===== config.mk =====
export PLATFORM = sky130hd
export DESIGN_NAME = dtfm_device_flat
export DESIGN_NICKNAME = d
export VERILOG_FILES = /design/src/rtl/dtfm_pkg.sv /design/src/rtl/dtfm_if.sv /design/src/rtl/dtfm_device.sv /design/src/flat_wrapper.sv
export VERILOG_INCLUDE_DIRS = /design/src /design/src/rtl
export SDC_FILE = /design/constraint.sdc
export NUM_CORES = 1
export LEC_CHECK = 0
export BUFFER_PORTS_ARGS = -buffer_cell sky130_fd_sc_hd__clkbuf_2
export CAP_MARGIN = 40
export CORE_UTILIZATION = 45
export CTS_CLUSTER_SIZE = 10
export DETAILED_ROUTE_END_ITERATION = 10
export PLACE_DENSITY = 0.8
export SYNTH_ARGS = -nofsm -noshare
export SYNTH_HDL_FRONTEND = slang
export SYNTH_SLANG_ARGS = --single-unit

===== constraint.sdc =====
create_clock -name CLK_SYS_IN -period 1.7 [get_ports CLK_SYS_IN]
set_input_delay 0.34 -clock CLK_SYS_IN [delete_from_list [all_inputs] [get_ports CLK_SYS_IN]]
set_output_delay 0.34 -clock CLK_SYS_IN [all_outputs]
set_load 0.02 [all_outputs]

===== src/rtl/dtfm_map.svh =====
// Mode register addresses, field positions and reset values
`ifndef DTFM_MAP_SVH
`define DTFM_MAP_SVH
`define DTFM_MA_TRAIN_CTRL 6'h0d
`define DTFM_MA_DQ_REF 6'h0e
`define DTFM_BIT_CBT 0
`define DTFM_BIT_RPT 1
`define DTFM_BIT_VRO 2
`define DTFM_BIT_REFERENCE_FAST_RESPONSE 3
`define DTFM_BIT_RRO 4
`define DTFM_BIT_DMD 5
`define DTFM_BIT_FSPWR 6
`define DTFM_BIT_FSPOP 7
`define DTFM_BIT_RANGE 6
`define DTFM_TRAIN_RESET 8'h00
`define DTFM_DQ_REF_RESET 8'h5d
`define DTFM_LEVEL_MAX 6'h32
`define DTFM_REFRESH_FORCED 3'h3
`define DTFM_REFRESH_LOW1 3'h1
`define DTFM_REFRESH_LOW2 3'h2
`define DTFM_HOST_CTRL 4'h0
`define DTFM_HOST_STATUS 4'h1
`define DTFM_HOST_RDATA 4'h2
`endif


===== src/rtl/dtfm_pkg.sv =====
// Types shared by both ends of the mode register link
package dtfm_pkg;
    typedef enum logic [1:0] {
        DTFM_CMD_NONE,
        DTFM_CMD_MRW,
        DTFM_CMD_MRR,
        DTFM_CMD_MWM
    } dtfm_cmd_t;
    typedef enum logic [1:0] {
        DTFM_HS_IDLE,
        DTFM_HS_WAIT,
        DTFM_HS_DONE
    } dtfm_host_state_t;
endpackage : dtfm_pkg


===== src/rtl/dtfm_if.sv =====
// Command bus carrier between controller and DRAM mode registers
interface dtfm_if;
    import dtfm_pkg::*;
    dtfm_cmd_t cmd;
    logic [5:0] addr;
    logic [7:0] op;
    logic cke;
    logic [5:0] ca;
    logic [7:0] dq;
    logic dq_valid;
    modport dev (
        input cmd, addr, op, cke, ca,
        output dq, dq_valid
    );
    modport ctl (
        output cmd, addr, op, cke, ca,
        input dq, dq_valid
    );
endinterface : dtfm_if


===== src/rtl/dtfm_device.sv =====
// DRAM side: training control and per set point DQ reference registers
// Behaviour
// Bit 0 enters training; echo CA when CKE low
// Controller raises CKE before clearing training bit
// Bit 1 enables read preamble training
// Bit 2 outputs active set point references
// Bit 3 selects fast reference settling
// Option zero maps codes 001/010 to 011
// Option applies only when configuration bit set
// Controller follows status; self refresh independent
// Bit 5 disables masking; masked writes illegal
// Bit 6 picks copy for MRW/MRR
// Bit 7 picks operating copy
// Training control at 0D, write-only
// DQ reference at 0E, code 0-50; the code stores op bits 6:0 as written and does not limit the level to 50
// Bit 6 selects range, default one
// Read returns bits on DQ, reserved zero
// Controller writes range with level
// Values held until overwritten or reset
// Reset restores defaults in every copy
//
// Added by the designer: the strobed register port.
`include "dtfm_map.svh"
module dtfm_device
    import dtfm_pkg::*;
(
    input wire logic CLK_SYS_IN,
    input wire logic ARST_N_IN,
    dtfm_if.dev BUS,
    input wire logic CONFIG_RRO_VALID_IN,
    input wire logic [2:0] REFRESH_RAW_IN,
    output logic [2:0] REFRESH_STATUS_OUT,
    output logic READ_PREAMBLE_TRAIN_OUT,
    output logic REF_OUTPUT_EN_OUT,
    output logic REF_FAST_RESPONSE_OUT,
    output logic DATA_MASK_EN_OUT,
    output logic MASKED_WRITE_ERR_OUT,
    output logic [7:0] ACTIVE_DQ_REF_OUT
);
    logic [7:0] train_reg;
    logic [7:0] dq_ref_reg [2];
    logic [7:0] dq_reg;
    logic dq_valid_reg;
    logic [2:0] refresh_next;
    logic wsel;
    logic osel;

    assign wsel = train_reg[`DTFM_BIT_FSPWR];
    assign osel = train_reg[`DTFM_BIT_FSPOP];
    assign BUS.dq = dq_reg;
    assign BUS.dq_valid = dq_valid_reg;

    // While training with CKE low, MRW and MRR commands are not decoded
    function automatic logic cmd_live(input logic command_bus_training_enable, input logic cke);
        cmd_live = !(command_bus_training_enable && !cke);
    endfunction : cmd_live

    // ------------------------------------------------------------
    // Training control register
    // ------------------------------------------------------------
    always_ff @(posedge CLK_SYS_IN or negedge ARST_N_IN)
    begin
        if (!ARST_N_IN)
            train_reg <= `DTFM_TRAIN_RESET;
        else if (cmd_live(train_reg[`DTFM_BIT_CBT], BUS.cke)
                 && BUS.cmd == DTFM_CMD_MRW
                 && BUS.addr == `DTFM_MA_TRAIN_CTRL)
            train_reg <= BUS.op;
    end

    // ------------------------------------------------------------
    // DQ reference copies, one per set point
    // ------------------------------------------------------------
    for (genvar i = 0; i < 2; i++)
    begin : g_copy
        always_ff @(posedge CLK_SYS_IN or negedge ARST_N_IN)
        begin
            if (!ARST_N_IN)
                dq_ref_reg[i] <= `DTFM_DQ_REF_RESET;
            else if (cmd_live(train_reg[`DTFM_BIT_CBT], BUS.cke)
                     && BUS.cmd == DTFM_CMD_MRW
                     && BUS.addr == `DTFM_MA_DQ_REF
                     && wsel == i[0])
                // Reserved bit 7 stored as zero; held otherwise
                dq_ref_reg[i] <= {1'b0, BUS.op[6:0]};
        end
    end

    // ------------------------------------------------------------
    // DQ return path: reads and training echo
    // ------------------------------------------------------------
    always_ff @(posedge CLK_SYS_IN or negedge ARST_N_IN)
    begin
        if (!ARST_N_IN)
        begin
            dq_reg <= 8'h00;
            dq_valid_reg <= 1'b0;
        end
        else if (!cmd_live(train_reg[`DTFM_BIT_CBT], BUS.cke))
        begin
            dq_reg <= {2'b00, BUS.ca};
            dq_valid_reg <= 1'b1;
        end
        else if (train_reg[`DTFM_BIT_VRO])
        begin
            dq_reg <= dq_ref_reg[osel];
            dq_valid_reg <= 1'b1;
        end
        else if (BUS.cmd == DTFM_CMD_MRR && BUS.addr == `DTFM_MA_DQ_REF)
        begin
            dq_reg <= dq_ref_reg[wsel];
            dq_valid_reg <= 1'b1;
        end
        else
        begin
            // Write-only control and unmapped addresses read zero
            dq_reg <= 8'h00;
            dq_valid_reg <= BUS.cmd == DTFM_CMD_MRR;
        end
    end

    // ------------------------------------------------------------
    // Refresh status filter
    // ------------------------------------------------------------
    always_comb
    begin
        refresh_next = REFRESH_RAW_IN;
        if (CONFIG_RRO_VALID_IN && !train_reg[`DTFM_BIT_RRO]
            && (REFRESH_RAW_IN == `DTFM_REFRESH_LOW1
                || REFRESH_RAW_IN == `DTFM_REFRESH_LOW2))
            refresh_next = `DTFM_REFRESH_FORCED;
    end

    // ------------------------------------------------------------
    // Registered mode outputs
    // ------------------------------------------------------------
    always_ff @(posedge CLK_SYS_IN or negedge ARST_N_IN)
    begin
        if (!ARST_N_IN)
        begin
            REFRESH_STATUS_OUT <= 3'h0;
            READ_PREAMBLE_TRAIN_OUT <= 1'b0;
            REF_OUTPUT_EN_OUT <= 1'b0;
            REF_FAST_RESPONSE_OUT <= 1'b0;
            DATA_MASK_EN_OUT <= 1'b1;
            MASKED_WRITE_ERR_OUT <= 1'b0;
            ACTIVE_DQ_REF_OUT <= `DTFM_DQ_REF_RESET;
        end
        else
        begin
            // Self refresh logic reads the raw code, not this one
            REFRESH_STATUS_OUT <= refresh_next;
            READ_PREAMBLE_TRAIN_OUT <= train_reg[`DTFM_BIT_RPT];
            REF_OUTPUT_EN_OUT <= train_reg[`DTFM_BIT_VRO];
            REF_FAST_RESPONSE_OUT <= train_reg[`DTFM_BIT_REFERENCE_FAST_RESPONSE];
            DATA_MASK_EN_OUT <= !train_reg[`DTFM_BIT_DMD];
            MASKED_WRITE_ERR_OUT <= train_reg[`DTFM_BIT_DMD]
                && BUS.cmd == DTFM_CMD_MWM;
            ACTIVE_DQ_REF_OUT <= dq_ref_reg[osel];
        end
    end
endmodule : dtfm_device


===== src/flat_wrapper.sv =====
// flat-port wrapper written by rule: the top's interface ports become plain ports
module dtfm_device_flat import dtfm_pkg::*;
  (CLK_SYS_IN, ARST_N_IN, CONFIG_RRO_VALID_IN, REFRESH_RAW_IN, REFRESH_STATUS_OUT, READ_PREAMBLE_TRAIN_OUT, REF_OUTPUT_EN_OUT, REF_FAST_RESPONSE_OUT, DATA_MASK_EN_OUT, MASKED_WRITE_ERR_OUT, ACTIVE_DQ_REF_OUT, BUS_cmd, BUS_addr, BUS_op, BUS_cke, BUS_ca, BUS_dq, BUS_dq_valid);
  dtfm_if BUS_i ();
  input wire logic CLK_SYS_IN;
  input wire logic ARST_N_IN;
  input wire logic CONFIG_RRO_VALID_IN;
  input wire logic [2:0] REFRESH_RAW_IN;
  output logic [2:0] REFRESH_STATUS_OUT;
  output logic READ_PREAMBLE_TRAIN_OUT;
  output logic REF_OUTPUT_EN_OUT;
  output logic REF_FAST_RESPONSE_OUT;
  output logic DATA_MASK_EN_OUT;
  output logic MASKED_WRITE_ERR_OUT;
  output logic [7:0] ACTIVE_DQ_REF_OUT;
  input wire logic [$bits(BUS_i.cmd)-1:0] BUS_cmd;
  input wire logic [$bits(BUS_i.addr)-1:0] BUS_addr;
  input wire logic [$bits(BUS_i.op)-1:0] BUS_op;
  input wire logic [$bits(BUS_i.cke)-1:0] BUS_cke;
  input wire logic [$bits(BUS_i.ca)-1:0] BUS_ca;
  output wire logic [$bits(BUS_i.dq)-1:0] BUS_dq;
  output wire logic [$bits(BUS_i.dq_valid)-1:0] BUS_dq_valid;
  assign BUS_i.cmd = BUS_cmd;
  assign BUS_i.addr = BUS_addr;
  assign BUS_i.op = BUS_op;
  assign BUS_i.cke = BUS_cke;
  assign BUS_i.ca = BUS_ca;
  assign BUS_dq = BUS_i.dq;
  assign BUS_dq_valid = BUS_i.dq_valid;
  dtfm_device u_core (.CLK_SYS_IN(CLK_SYS_IN), .ARST_N_IN(ARST_N_IN), .BUS(BUS_i), .CONFIG_RRO_VALID_IN(CONFIG_RRO_VALID_IN), .REFRESH_RAW_IN(REFRESH_RAW_IN), .REFRESH_STATUS_OUT(REFRESH_STATUS_OUT), .READ_PREAMBLE_TRAIN_OUT(READ_PREAMBLE_TRAIN_OUT), .REF_OUTPUT_EN_OUT(REF_OUTPUT_EN_OUT), .REF_FAST_RESPONSE_OUT(REF_FAST_RESPONSE_OUT), .DATA_MASK_EN_OUT(DATA_MASK_EN_OUT), .MASKED_WRITE_ERR_OUT(MASKED_WRITE_ERR_OUT), .ACTIVE_DQ_REF_OUT(ACTIVE_DQ_REF_OUT));
endmodule

==> flow_summary_export.csv, run 1 <==
group,metric,value,unit
power,pwr-share-seq,0.571,
cells_and_area,instances_no_fill,242,
global_route,grt_pass1_wl,5950,um
power,p_int,1.58,mW
hold_path,hold_path_depth,1,
drt,vias,1249,
yosys,syn_area,0.00187,sq mm
sta,holdWs,0.166,ns
cts,clockBufferDepth,2,
die,die_w,66.4,um
setup_path,crit_slowest_cell,"dfrtp_1",
yosys,synth_common_cells,"mux2_2 (36), dfrtp_1 (29), dfstp_2 (16)",
power,pwr-share-clk,0.295,
sta,hold_viol,0,
die,start_util,0.466,
yosys,synth.area.top_cells,"dfrtp_1 (39%), dfstp_2 (23%), mux2_2 (22%)",
yosys,synth_edf_count,0,
setup_path,critPathKind,"flop to flop",
cts,cts_setup_buffers,0,
power,vdd_drop_max,463,uV
die,die-area,0.00441,sq mm
global_route,track_usage,0.191,
yosys,synthArstFlopShare,1.00,
yosys,synth.top_cell.area_share,0.389,
power,total_leakage_power,1.17,nW
cells_and_area,n_fill_cell,326,
sta,finClkSkew,0.00285,ns
global_route,gr-total-overflow,0,
drt,dr.first_iter.drc_count,21,
sta,slew_viol_final,0,
drt,drt-pass1-iter-count,4,
cts,clock_latency,0.29,ns
yosys,yosysTopAreaCell,"dfrtp_1",
power,sw_frac_of_total,0.248,
drt,drtAntennaViolNets,0,
cells_and_area,area_delta_synth_final,24.1,%
setup_path,startpoint,"u_core.train_reg[0]$_DFFE_PN0P_",
cells_and_area,drive_above_1_share,0.635,
yosys,synth_most_common_cell,"mux2_2",
setup_path,worstPathArrival,1.74,ns
sta,fmax,642,MHz
cts,cts-root-buf,"clkbuf_8",
cts,cts.sinks,45,
placed_design,post-dp-hpwl,2800,um
yosys,yosysUniqueCellTypes,25,
sta,rsz0062_at_grt,"false",
yosys,syn_avg_cell_area,14.5,sq um
drt,drt-total-wl,3750,um
setup_path,worstPathMaxFanout,4,
cells_and_area,multi_input_area,666,sq um
run_status,status,"finished, final reports clean",
drt,viasPerCell,5.16,
setup_path,path_cells,"nor2b_1 -> nor3_2 -> and3b_1 -> buf_4 -> mux2_2",
cells_and_area,largest_reg_flops,14,
cells_and_area,fin_nets,220,
sta,period_share,0.916,
drt,post_drt_wl_per_cell,15.5,um
placed_design,io_buffer_count,51,
drt,route.detailed.drc,0,
placed_design,dp_cells,233,
placed_design,place_congestion,0.802,
global_route,grt_max_degree,31,
placed_design,placed_cell_area,0.00222,sq mm
hold_path,hold_class,"input port to flop",
global_route,grt_pass1_vias,1297,
die,core_area,0.00400,sq mm
yosys,ys.flop_type,"dfrtp_1",
setup_path,crit_path_end_kind,"flop",
setup_path,slowest_delay,0.40,ns
setup_path,critPathLaunchType,"flop",
cts,worst_setup_hold_path_clk_slew,0.08,ns
yosys,yosys_warnings,0,
die,die_y,66.4,um
global_route,antenna_found_initial,0,
yosys,synth_seq_area_share,0.614,
setup_path,cp.required,1.88,ns
setup_path,timing.rr.start,"u_core.train_reg[0]$_DFFE_PN0P_",
cts,cts_tree,"built",
setup_path,reg2reg_depth,5,
yosys,syn_inst,129,
sta,setup_viol_count_final,0,
die,io_pins,54,
cts,cts_made_buffers,5,
job,cap_viol_max_count,0,
hold_path,min_from,"REFRESH_RAW_IN[2]",
die,rows,23,
sta,finalCriticalPeriod,1.56,ns
cells_and_area,regArea,0.00115,sq mm
cells_and_area,antenna_cells,0,
cts,htreeDepth,2,
power,power.density,905,mW/mm^2
power,combPwrFrac,0.134,
cells_and_area,fin_area,0.00231,sq mm
power,switching_power,520,uW
yosys,synth_seq_cells,45,
==> power by group through the flow <==
stage,logic [mW],registers [mW],clock network [mW]
after global placement,0.274,1.21,0
after global routing,0.306,1.21,0.680
after detailed placement,0.282,1.22,0
final,0.280,1.20,0.619
after floorplan,0.123,1.25,0
after CTS,0.285,1.20,0.643
==> kinds of logic after synthesis <==
| logic type | share of synthesized area |
|---|---|
| DFF | 0.614 |
| muxes | 0.217 |
| and+or+nand+nor | 0.0926 |
| AOI/OAI and AO/OA | 0.0429 |
| buffers and inverters | 0.0308 |
| other | 0.00201 |
==> final timing paths <==
| path | end | slack [ns] |
|---|---|---|
| setup / recovery | u_core.dq_ref_reg[9]$_DFFE_PN0P_ | 0.14 |
| min in group asynchronous | u_core.REF_OUTPUT_EN_OUT$_DFF_PN0_ | 0.51 |
| max in group asynchronous | u_core.dq_ref_reg[6]$_DFFE_PN1P_ | 0.63 |
| hold reg to reg | u_core.REF_FAST_RESPONSE_OUT$_DFF_PN0_ | 0.39 |
| setup reg to reg | u_core.dq_ref_reg[9]$_DFFE_PN0P_ | 0.14 |
| hold / removal | u_core.REFRESH_STATUS_OUT[2]$_DFF_PN0_ | 0.17 |
==> through the flow <==
step / setup slack, ns / total power [mW] / setup TNS, ns / util
finish: 0.143 / 2.10 / 0 / 0.579
global route: 0.0629 / 2.19 / 0 / 0.579
CTS: 0.135 / 2.13 / 0 / 0.579
detailed placement: -0.0149 / 1.50 / -0.0238 / 0.556
global placement: 0.0509 / 1.48 / 0 / 0.556
floorplan: 0.0428 / 1.37 / 0 / -
==> placed cells by master, fill, tap and decap left out <==
master,Yosys,routed
clkbuf_2,0,51
mux2_2,36,36
dfrtp_1,29,29
dfstp_2,16,16
nor2_1,13,13
buf_4,3,9
a221oi_1,6,6
clkbuf_8,0,5
nor3b_1,3,3
clkbuf_1,3,3
a21o_1,2,2
inv_1,2,2
nand2_1,2,2
conb_1,1,2
nand4bb_1,1,1
or3b_4,1,1
nor4b_4,1,1
nor2b_1,1,1
nand2b_1,1,1
and3_1,1,1
a21oi_1,1,1
a22oi_1,1,1
nor3_2,1,1
nand3_2,1,1
and3b_1,1,1
dlygate4sd3_1,0,1
buf_12,0,1
==> cell type report <==
class / count / share of cell area
Sequential cell: 45 / 0.495
Multi-Input combinational cell: 75 / 0.288
Timing Repair Buffer: 62 / 0.152
Clock buffer: 8 / 0.0346
Tap cell: 50 / 0.0270
Inverter: 2 / 0.00324
==> worst max-delay path: cells and delay by family, from the launching register on <==
family | cells | cell delay [ns]
buffers and inverters | 1 | 0.14
and+or+nand+nor | 3 | 0.58
DFF | 1 | 0.40
muxes | 1 | 0.33
==> routing by layer <==
layer,part of all wire,global-route usage,routed length (um)
met3,0.050,0.0534,189
met5,0,0,0
met2,0.54,0.334,2030
met4,0.019,0.0904,73
met1,0.39,0.213,1460
==> what timing repair did <==
item	CTS	global route
hold buffers	1	0
resized for setup	0	0
hold endpoints to repair	12	0
No activity file was read; power rests on OpenSTA's default activity.
==> run 2: changes to the inputs <==
PLACE_DENSITY = 0.83   (was 0.8)
RECOVER_POWER = 100   (was not set)
clock period = 1.41 ns   (was 1.7 ns; I/O delays follow)
==> run 2 against run 1 <==
Net effect: the flow now finishes with violations (negative setup slack); final area is 3.6% higher; clock power increased by 29%; first-iteration DRC count grew 130%; die area did not move; sequential share of layout area fell by 1.7 points; critical path depth unchanged; critical endpoint is now u_core.BUS.dq[0]$_DFF_PN0_; highest routed layer unchanged.
==> flow_summary_export.csv, run 2 (same netlist as run 1, synthesis figures left out) <==
group,metric,value,unit
sta,hold_viol,0,
cts,clockBufferDepth,2,
cts,cts_tree,"built",
sta,fmax,677,MHz
placed_design,dp_cells,237,
sta,period_share,1.05,
placed_design,post-dp-hpwl,2550,um
drt,viasPerCell,5.04,
setup_path,rr_endpoint,"u_core.BUS.dq[0]$_DFF_PN0_",
placed_design,place_congestion,0.784,
sta,holdWs,0.123,ns
global_route,antenna_found_initial,0,
power,p_int,1.96,mW
setup_path,critPathKind,"flop to flop",
sta,tightest_slew,0.579,ns
setup_path,worstPathArrival,1.70,ns
drt,route.detailed.drc,0,
die,start_util,0.466,
cells_and_area,final_common_cell,"dfrtp_1",
power,sw_frac_of_total,0.247,
drt,vias,1244,
global_route,track_usage,0.186,
placed_design,io_buffer_count,51,
cts,htreeDepth,2,
cells_and_area,n_fill_cell,332,
power,vdd_drop_max,768,uV
sta,rsz0062_at_grt,"true",
placed_design,placed_cell_area,0.00228,sq mm
die,die-area,0.00441,sq mm
cells_and_area,largest_reg_flops,14,
die,rows,23,
job,cap_viol_max_count,0,
global_route,gr-total-overflow,0,
setup_path,worstPathMaxFanout,7,
sta,finalCriticalPeriod,1.48,ns
cts,worst_setup_hold_path_clk_slew,0.09,ns
setup_path,timing.rr.start,"u_core.train_reg[2]$_DFFE_PN0P_",
sta,setup_viol_count_final,14,
power,power.density,1080,mW/mm^2
run_status,status,"finished, violations left",
drt,dr.first_iter.drc_count,49,
cts,cts-root-buf,"clkbuf_8",
die,die_w,66.4,um
cells_and_area,mostFrequentLayoutCells,"dfrtp_1 (28), clkbuf_2 (27), mux2_2 (26), clkbuf_1 (26), dfstp_2 (16)",
setup_path,critPathLaunchType,"flop",
setup_path,reg2reg_setup_slack,-0.07,ns
cells_and_area,area_delta_synth_final,28.6,%
cells_and_area,final_util,0.600,
power,pwr-share-clk,0.308,
setup_path,crit_path_end,"u_core.BUS.dq[0]$_DFF_PN0_",
sta,slew_headroom,0.614,
power,switching_power,643,uW
cells_and_area,drive_above_1_share,0.538,
run_status,violations,"negative setup slack",
drt,drt-pass1-iter-count,4,
cells_and_area,fin_area,0.00240,sq mm
setup_path,startpoint,"u_core.train_reg[2]$_DFFE_PN0P_",
setup_path,reg2reg_depth,5,
placed_design,place_ws,-0.210,ns
global_route,grt_max_degree,46,
setup_path,crit_path_end_kind,"flop",
global_route,grt_pass1_wl,5760,um
power,pwr-share-seq,0.557,
drt,drt-total-wl,3800,um
setup_path,cp.required,1.63,ns
global_route,grt_pass1_vias,1203,
drt,drtAntennaViolNets,0,
cts,cts_made_buffers,5,
power,total_leakage_power,1.15,nW
hold_path,hold_class,"input port to flop",
sta,finClkSkew,0.0115,ns
die,io_pins,54,
sta,slew_viol_final,0,
cells_and_area,fin_nets,225,
die,die_y,66.4,um
power,combPwrFrac,0.135,
drt,post_drt_wl_per_cell,15.4,um
sta,setup_slack,-0.0671,ns
cells_and_area,antenna_cells,0,
cts,clock_latency,0.29,ns
cells_and_area,instances_no_fill,247,
die,core_area,0.00400,sq mm
cts,cts.sinks,45,
## run 2: cell count changes in the layout (fill, tap and decap cells not counted), moves of 3 or more
cell | before | now
mux2_4 | 0 | 7
mux2_2 | 36 | 26
clkbuf_2 | 51 | 27
clkbuf_4 | 0 | 3
clkbuf_1 | 3 | 26
mux2_1 | 0 | 3
buf_6 | 0 | 4
## run 2: repair_timing
action / CTS / global route
hold buffers: 1 / 0
resized for setup: 11 / 7
setup buffers: 1 / 0
setup endpoints to repair: 22 / 29
pin swaps: 2 / 2
endpoints found under the hold margin: 29 / 0
## run 2: per-stage QoR
step	TNS (ns)	power (mW)
2_1_floorplan	-1.19	1.66
3_3_place_gp	-2.51	1.81
3_5_place_dp	-3.13	1.82
4_1_cts	-0.844	2.64
5_1_grt	-1.41	2.71
6_report	-0.494	2.60
## run 2: power groups by stage
stage | logic (mW) | registers [mW] | clock network [mW]
after detailed placement | 0.355 | 1.47 | 0
final | 0.351 | 1.45 | 0.801
after global placement | 0.349 | 1.46 | 0
after floorplan | 0.153 | 1.50 | 0
after global routing | 0.382 | 1.46 | 0.875
after CTS | 0.371 | 1.45 | 0.823
## run 2: worst min-delay path by stage
stage,startpoint,end,slack [ns],depth (start not counted)
finish,REFRESH_RAW_IN[2],u_core.REFRESH_STATUS_OUT[2]$_DFF_PN0_,0.12,1
global route,REFRESH_RAW_IN[2],u_core.REFRESH_STATUS_OUT[2]$_DFF_PN0_,0.12,1
CTS,REFRESH_RAW_IN[2],u_core.REFRESH_STATUS_OUT[2]$_DFF_PN0_,0.11,1
detailed placement,ARST_N_IN,u_core.BUS.dq[5]$_DFF_PN0_,0.28,2
global placement,ARST_N_IN,u_core.BUS.dq[5]$_DFF_PN0_,0.28,2
floorplan,ARST_N_IN,u_core.ACTIVE_DQ_REF_OUT[1]$_DFF_PN0_,-0.01,0
## run 2: layout make-up
cell class / instances / area [sq um] / share of cell area
clock buffers: 8 / 90.1 / 0.0376
inverters: 2 / 7.51 / 0.00313
multi-input cells: 75 / 728 / 0.304
flip-flops and latches: 45 / 1150 / 0.478
well taps: 50 / 62.6 / 0.0261
repair buffers: 67 / 363 / 0.151
## run 2: critical path, cell delays in order (launching register included)
cell      delay [ns]
dfrtp_1         0.41
or3b_4          0.41
nor4b_4         0.23
buf_6           0.17
a221oi_1        0.08
nor2_1          0.11
## run 2: per-layer routing
layer	vias up	part of all wire	GRT usage
met2	31	0.52	0.298
met4	0	0.014	0.0718
met5	-	0	0
met1	619	0.43	0.240
met3	6	0.037	0.0466
li1	588	-	-
==> run 3: changes to the inputs <==
--- a/config.mk
+++ b/config.mk
@@ -13,3 +13,4 @@
 export DETAILED_ROUTE_END_ITERATION = 10
-export PLACE_DENSITY = 0.83
+export GPL_TIMING_DRIVEN = 0
+export PLACE_DENSITY = 0.77
 export RECOVER_POWER = 100
==> constraint.sdc (replaced) <==
create_clock -name CLK_SYS_IN -period 1.41 [get_ports CLK_SYS_IN]
set_input_delay 0.0705 -clock CLK_SYS_IN [delete_from_list [all_inputs] [get_ports CLK_SYS_IN]]
set_output_delay 0.0705 -clock CLK_SYS_IN [all_outputs]
set_load 0.02 [all_outputs]
==> run 3 against run 2 <==
Net effect: the run still ends with negative setup slack left; final area grew 1.5%; wire length grew 7.5%; cell count grew 1.2%; total power grew 6.0%; worst setup slack lost 0.066 ns; fmax shrank 4.3%; count of clock-buffer cells in the layout shrank 2; combinational power grew 5%; sequential cell count is the same; sequential power is essentially flat; die area is the same; clock power grew 18%.
==> flow_summary_export.csv, run 3 (same netlist as run 1, synthesis figures left out) <==
group,metric,value,unit
run_status,status,"finished, violations left",
run_status,violations,"negative setup slack",
global_route,grt_pass1_wl,6330,um
sta,slew_viol_final,0,
setup_path,worstPathArrival,1.77,ns
drt,route.detailed.drc,0,
global_route,gr-total-overflow,0,
placed_design,dp_cells,232,
cells_and_area,fin_nets,228,
hold_path,hold_class,"input port to flop",
die,die-area,0.00441,sq mm
die,die_y,66.4,um
setup_path,timing.rr.start,"u_core.train_reg[2]$_DFFE_PN0P_",
global_route,antenna_found_initial,0,
drt,drtAntennaViolNets,0,
drt,vias,1286,
die,rows,23,
setup_path,rr_endpoint,"u_core.BUS.dq[1]$_DFF_PN0_",
drt,drt-total-wl,4090,um
placed_design,post-dp-hpwl,2560,um
die,core_area,0.00400,sq mm
cts,clockBufferDepth,2,
die,die_w,66.4,um
cells_and_area,mostFrequentLayoutCells,"dfrtp_1 (29), clkbuf_2 (27), clkbuf_1 (26)",
sta,finClkSkew,0.00608,ns
cts,cts-root-buf,"clkbuf_8",
cts,htreeDepth,2,
cells_and_area,instances_no_fill,250,
setup_path,reg2reg_depth,5,
power,total_power,2.75,mW
sta,setup_viol_count_final,18,
cts,worst_setup_hold_path_clk_slew,0.08,ns
cts,cts_made_buffers,5,
drt,drt-pass1-iter-count,4,
cells_and_area,drive_above_1_share,0.505,
global_route,grt_max_degree,38,
sta,setup_slack,-0.133,ns
setup_path,critPathKind,"flop to flop",
die,io_pins,54,
die,start_util,0.466,
cells_and_area,area_delta_synth_final,30.4,%
drt,dr.first_iter.drc_count,42,
drt,post_drt_wl_per_cell,16.4,um
setup_path,reg2reg_setup_slack,-0.13,ns
power,power.density,1130,mW/mm^2
power,vdd_drop_max,607,uV
hold_path,min_from,"BUS_ca[2]",
placed_design,place_congestion,0.726,
cts,cts.sinks,45,
hold_path,hold_path_depth,3,
sta,fmax,648,MHz
sta,tns,-1.25,ns
sta,rsz0062_at_grt,"true",
cts,clock_latency,0.30,ns
setup_path,worstPathMaxFanout,4,
setup_path,critPathLaunchType,"flop",
setup_path,cp.required,1.63,ns
job,cap_viol_max_count,0,
cells_and_area,largest_reg_flops,14,
sta,finalCriticalPeriod,1.54,ns
drt,viasPerCell,5.14,
cells_and_area,final_common_cell,"dfrtp_1",
sta,period_share,1.09,
cells_and_area,multi_input_area,727,sq um
hold_path,hold_end,"u_core.BUS.dq[2]$_DFF_PN0_",
cells_and_area,regArea,0.00115,sq mm
global_route,track_usage,0.202,
placed_design,io_buffer_count,51,
global_route,grt_pass1_vias,1344,
setup_path,crit_path_end_kind,"flop",
power,total_leakage_power,1.18,nW
cells_and_area,antenna_cells,0,
sta,hold_viol,0,
cells_and_area,n_fill_cell,312,
cts,cts_tree,"built",
-- run 3: cell types whose count changed in the layout (fill, tap and decap cells not counted), moves of 2 or more --
cell / change
a221oi_2: +2
buf_6: -3
mux2_1: +2
mux2_2: -2
a221oi_1: -2
dlygate4sd3_1: +5
-- run 3: how the worst max path moves through the flow --
stage                                                from                           endpoint  slack (ns)
after detailed placement  u_core.train_reg[2]$_DFFE_PN0P_         u_core.BUS.dq[1]$_DFF_PN0_       -0.41
after CTS                 u_core.train_reg[2]$_DFFE_PN0P_         u_core.BUS.dq[1]$_DFF_PN0_       -0.24
final                     u_core.train_reg[2]$_DFFE_PN0P_         u_core.BUS.dq[1]$_DFF_PN0_       -0.13
after floorplan           u_core.train_reg[0]$_DFFE_PN0P_  u_core.dq_ref_reg[13]$_DFFE_PN0P_       -0.10
after global placement    u_core.train_reg[2]$_DFFE_PN0P_         u_core.BUS.dq[1]$_DFF_PN0_       -0.35
after global routing      u_core.train_reg[2]$_DFFE_PN0P_         u_core.BUS.dq[1]$_DFF_PN0_       -0.24
-- run 3: report_power, final --
group,switching [mW],internal (mW)
Sequential,0.0500,1.39
Clock,0.419,0.526
Combinational,0.201,0.168
Total,0.670,2.09
-- run 3: layout make-up --
cell class / instances / area share
clock buffer: 6 / 0.0298
sequential: 45 / 0.471
buffer: 4 / 0.0123
multi-input combinational: 75 / 0.299
timing repair buffer: 66 / 0.145
tap: 50 / 0.0257
clock inverter: 2 / 0.0144
inverter: 2 / 0.00308
-- run 3: worst max-delay path, cell delays in order (launching register included) --
cell      delay, ns
dfrtp_1        0.40
or3b_4         0.43
nor4b_4        0.26
buf_4          0.20
a221oi_2       0.06
nor2_1         0.12
-- run 3: metrics by stage --
step / instance area (sq um) / utilization / hold WS [ns] / setup WS [ns]
4_1_cts: 2470 / 0.617 / 0.000275 / -0.241
3_5_place_dp: 2220 / 0.555 / -0.0605 / -0.414
6_report: 2430 / 0.608 / 0.00356 / -0.133
2_1_floorplan: 1880 / - / -0.225 / -0.105
3_3_place_gp: 2200 / 0.550 / 0.264 / -0.352
5_1_grt: 2430 / 0.608 / 0.0134 / -0.243
-- run 3: routing by layer --
metal,wire length (um),part of all wire,global-route usage
met1,1630,0.40,0.230
met2,2200,0.54,0.344
met3,173,0.042,0.0483
met4,91,0.022,0.114
met5,0,0,0
-- run 3: timing repair --
item                                    CTS  global route
endpoints found under the setup margin   29            29
resized for setup                        11             3
hold buffers                              6             0
endpoints found under the hold margin    36             0
pin swaps                                 7             5
buffers inserted                          5             3
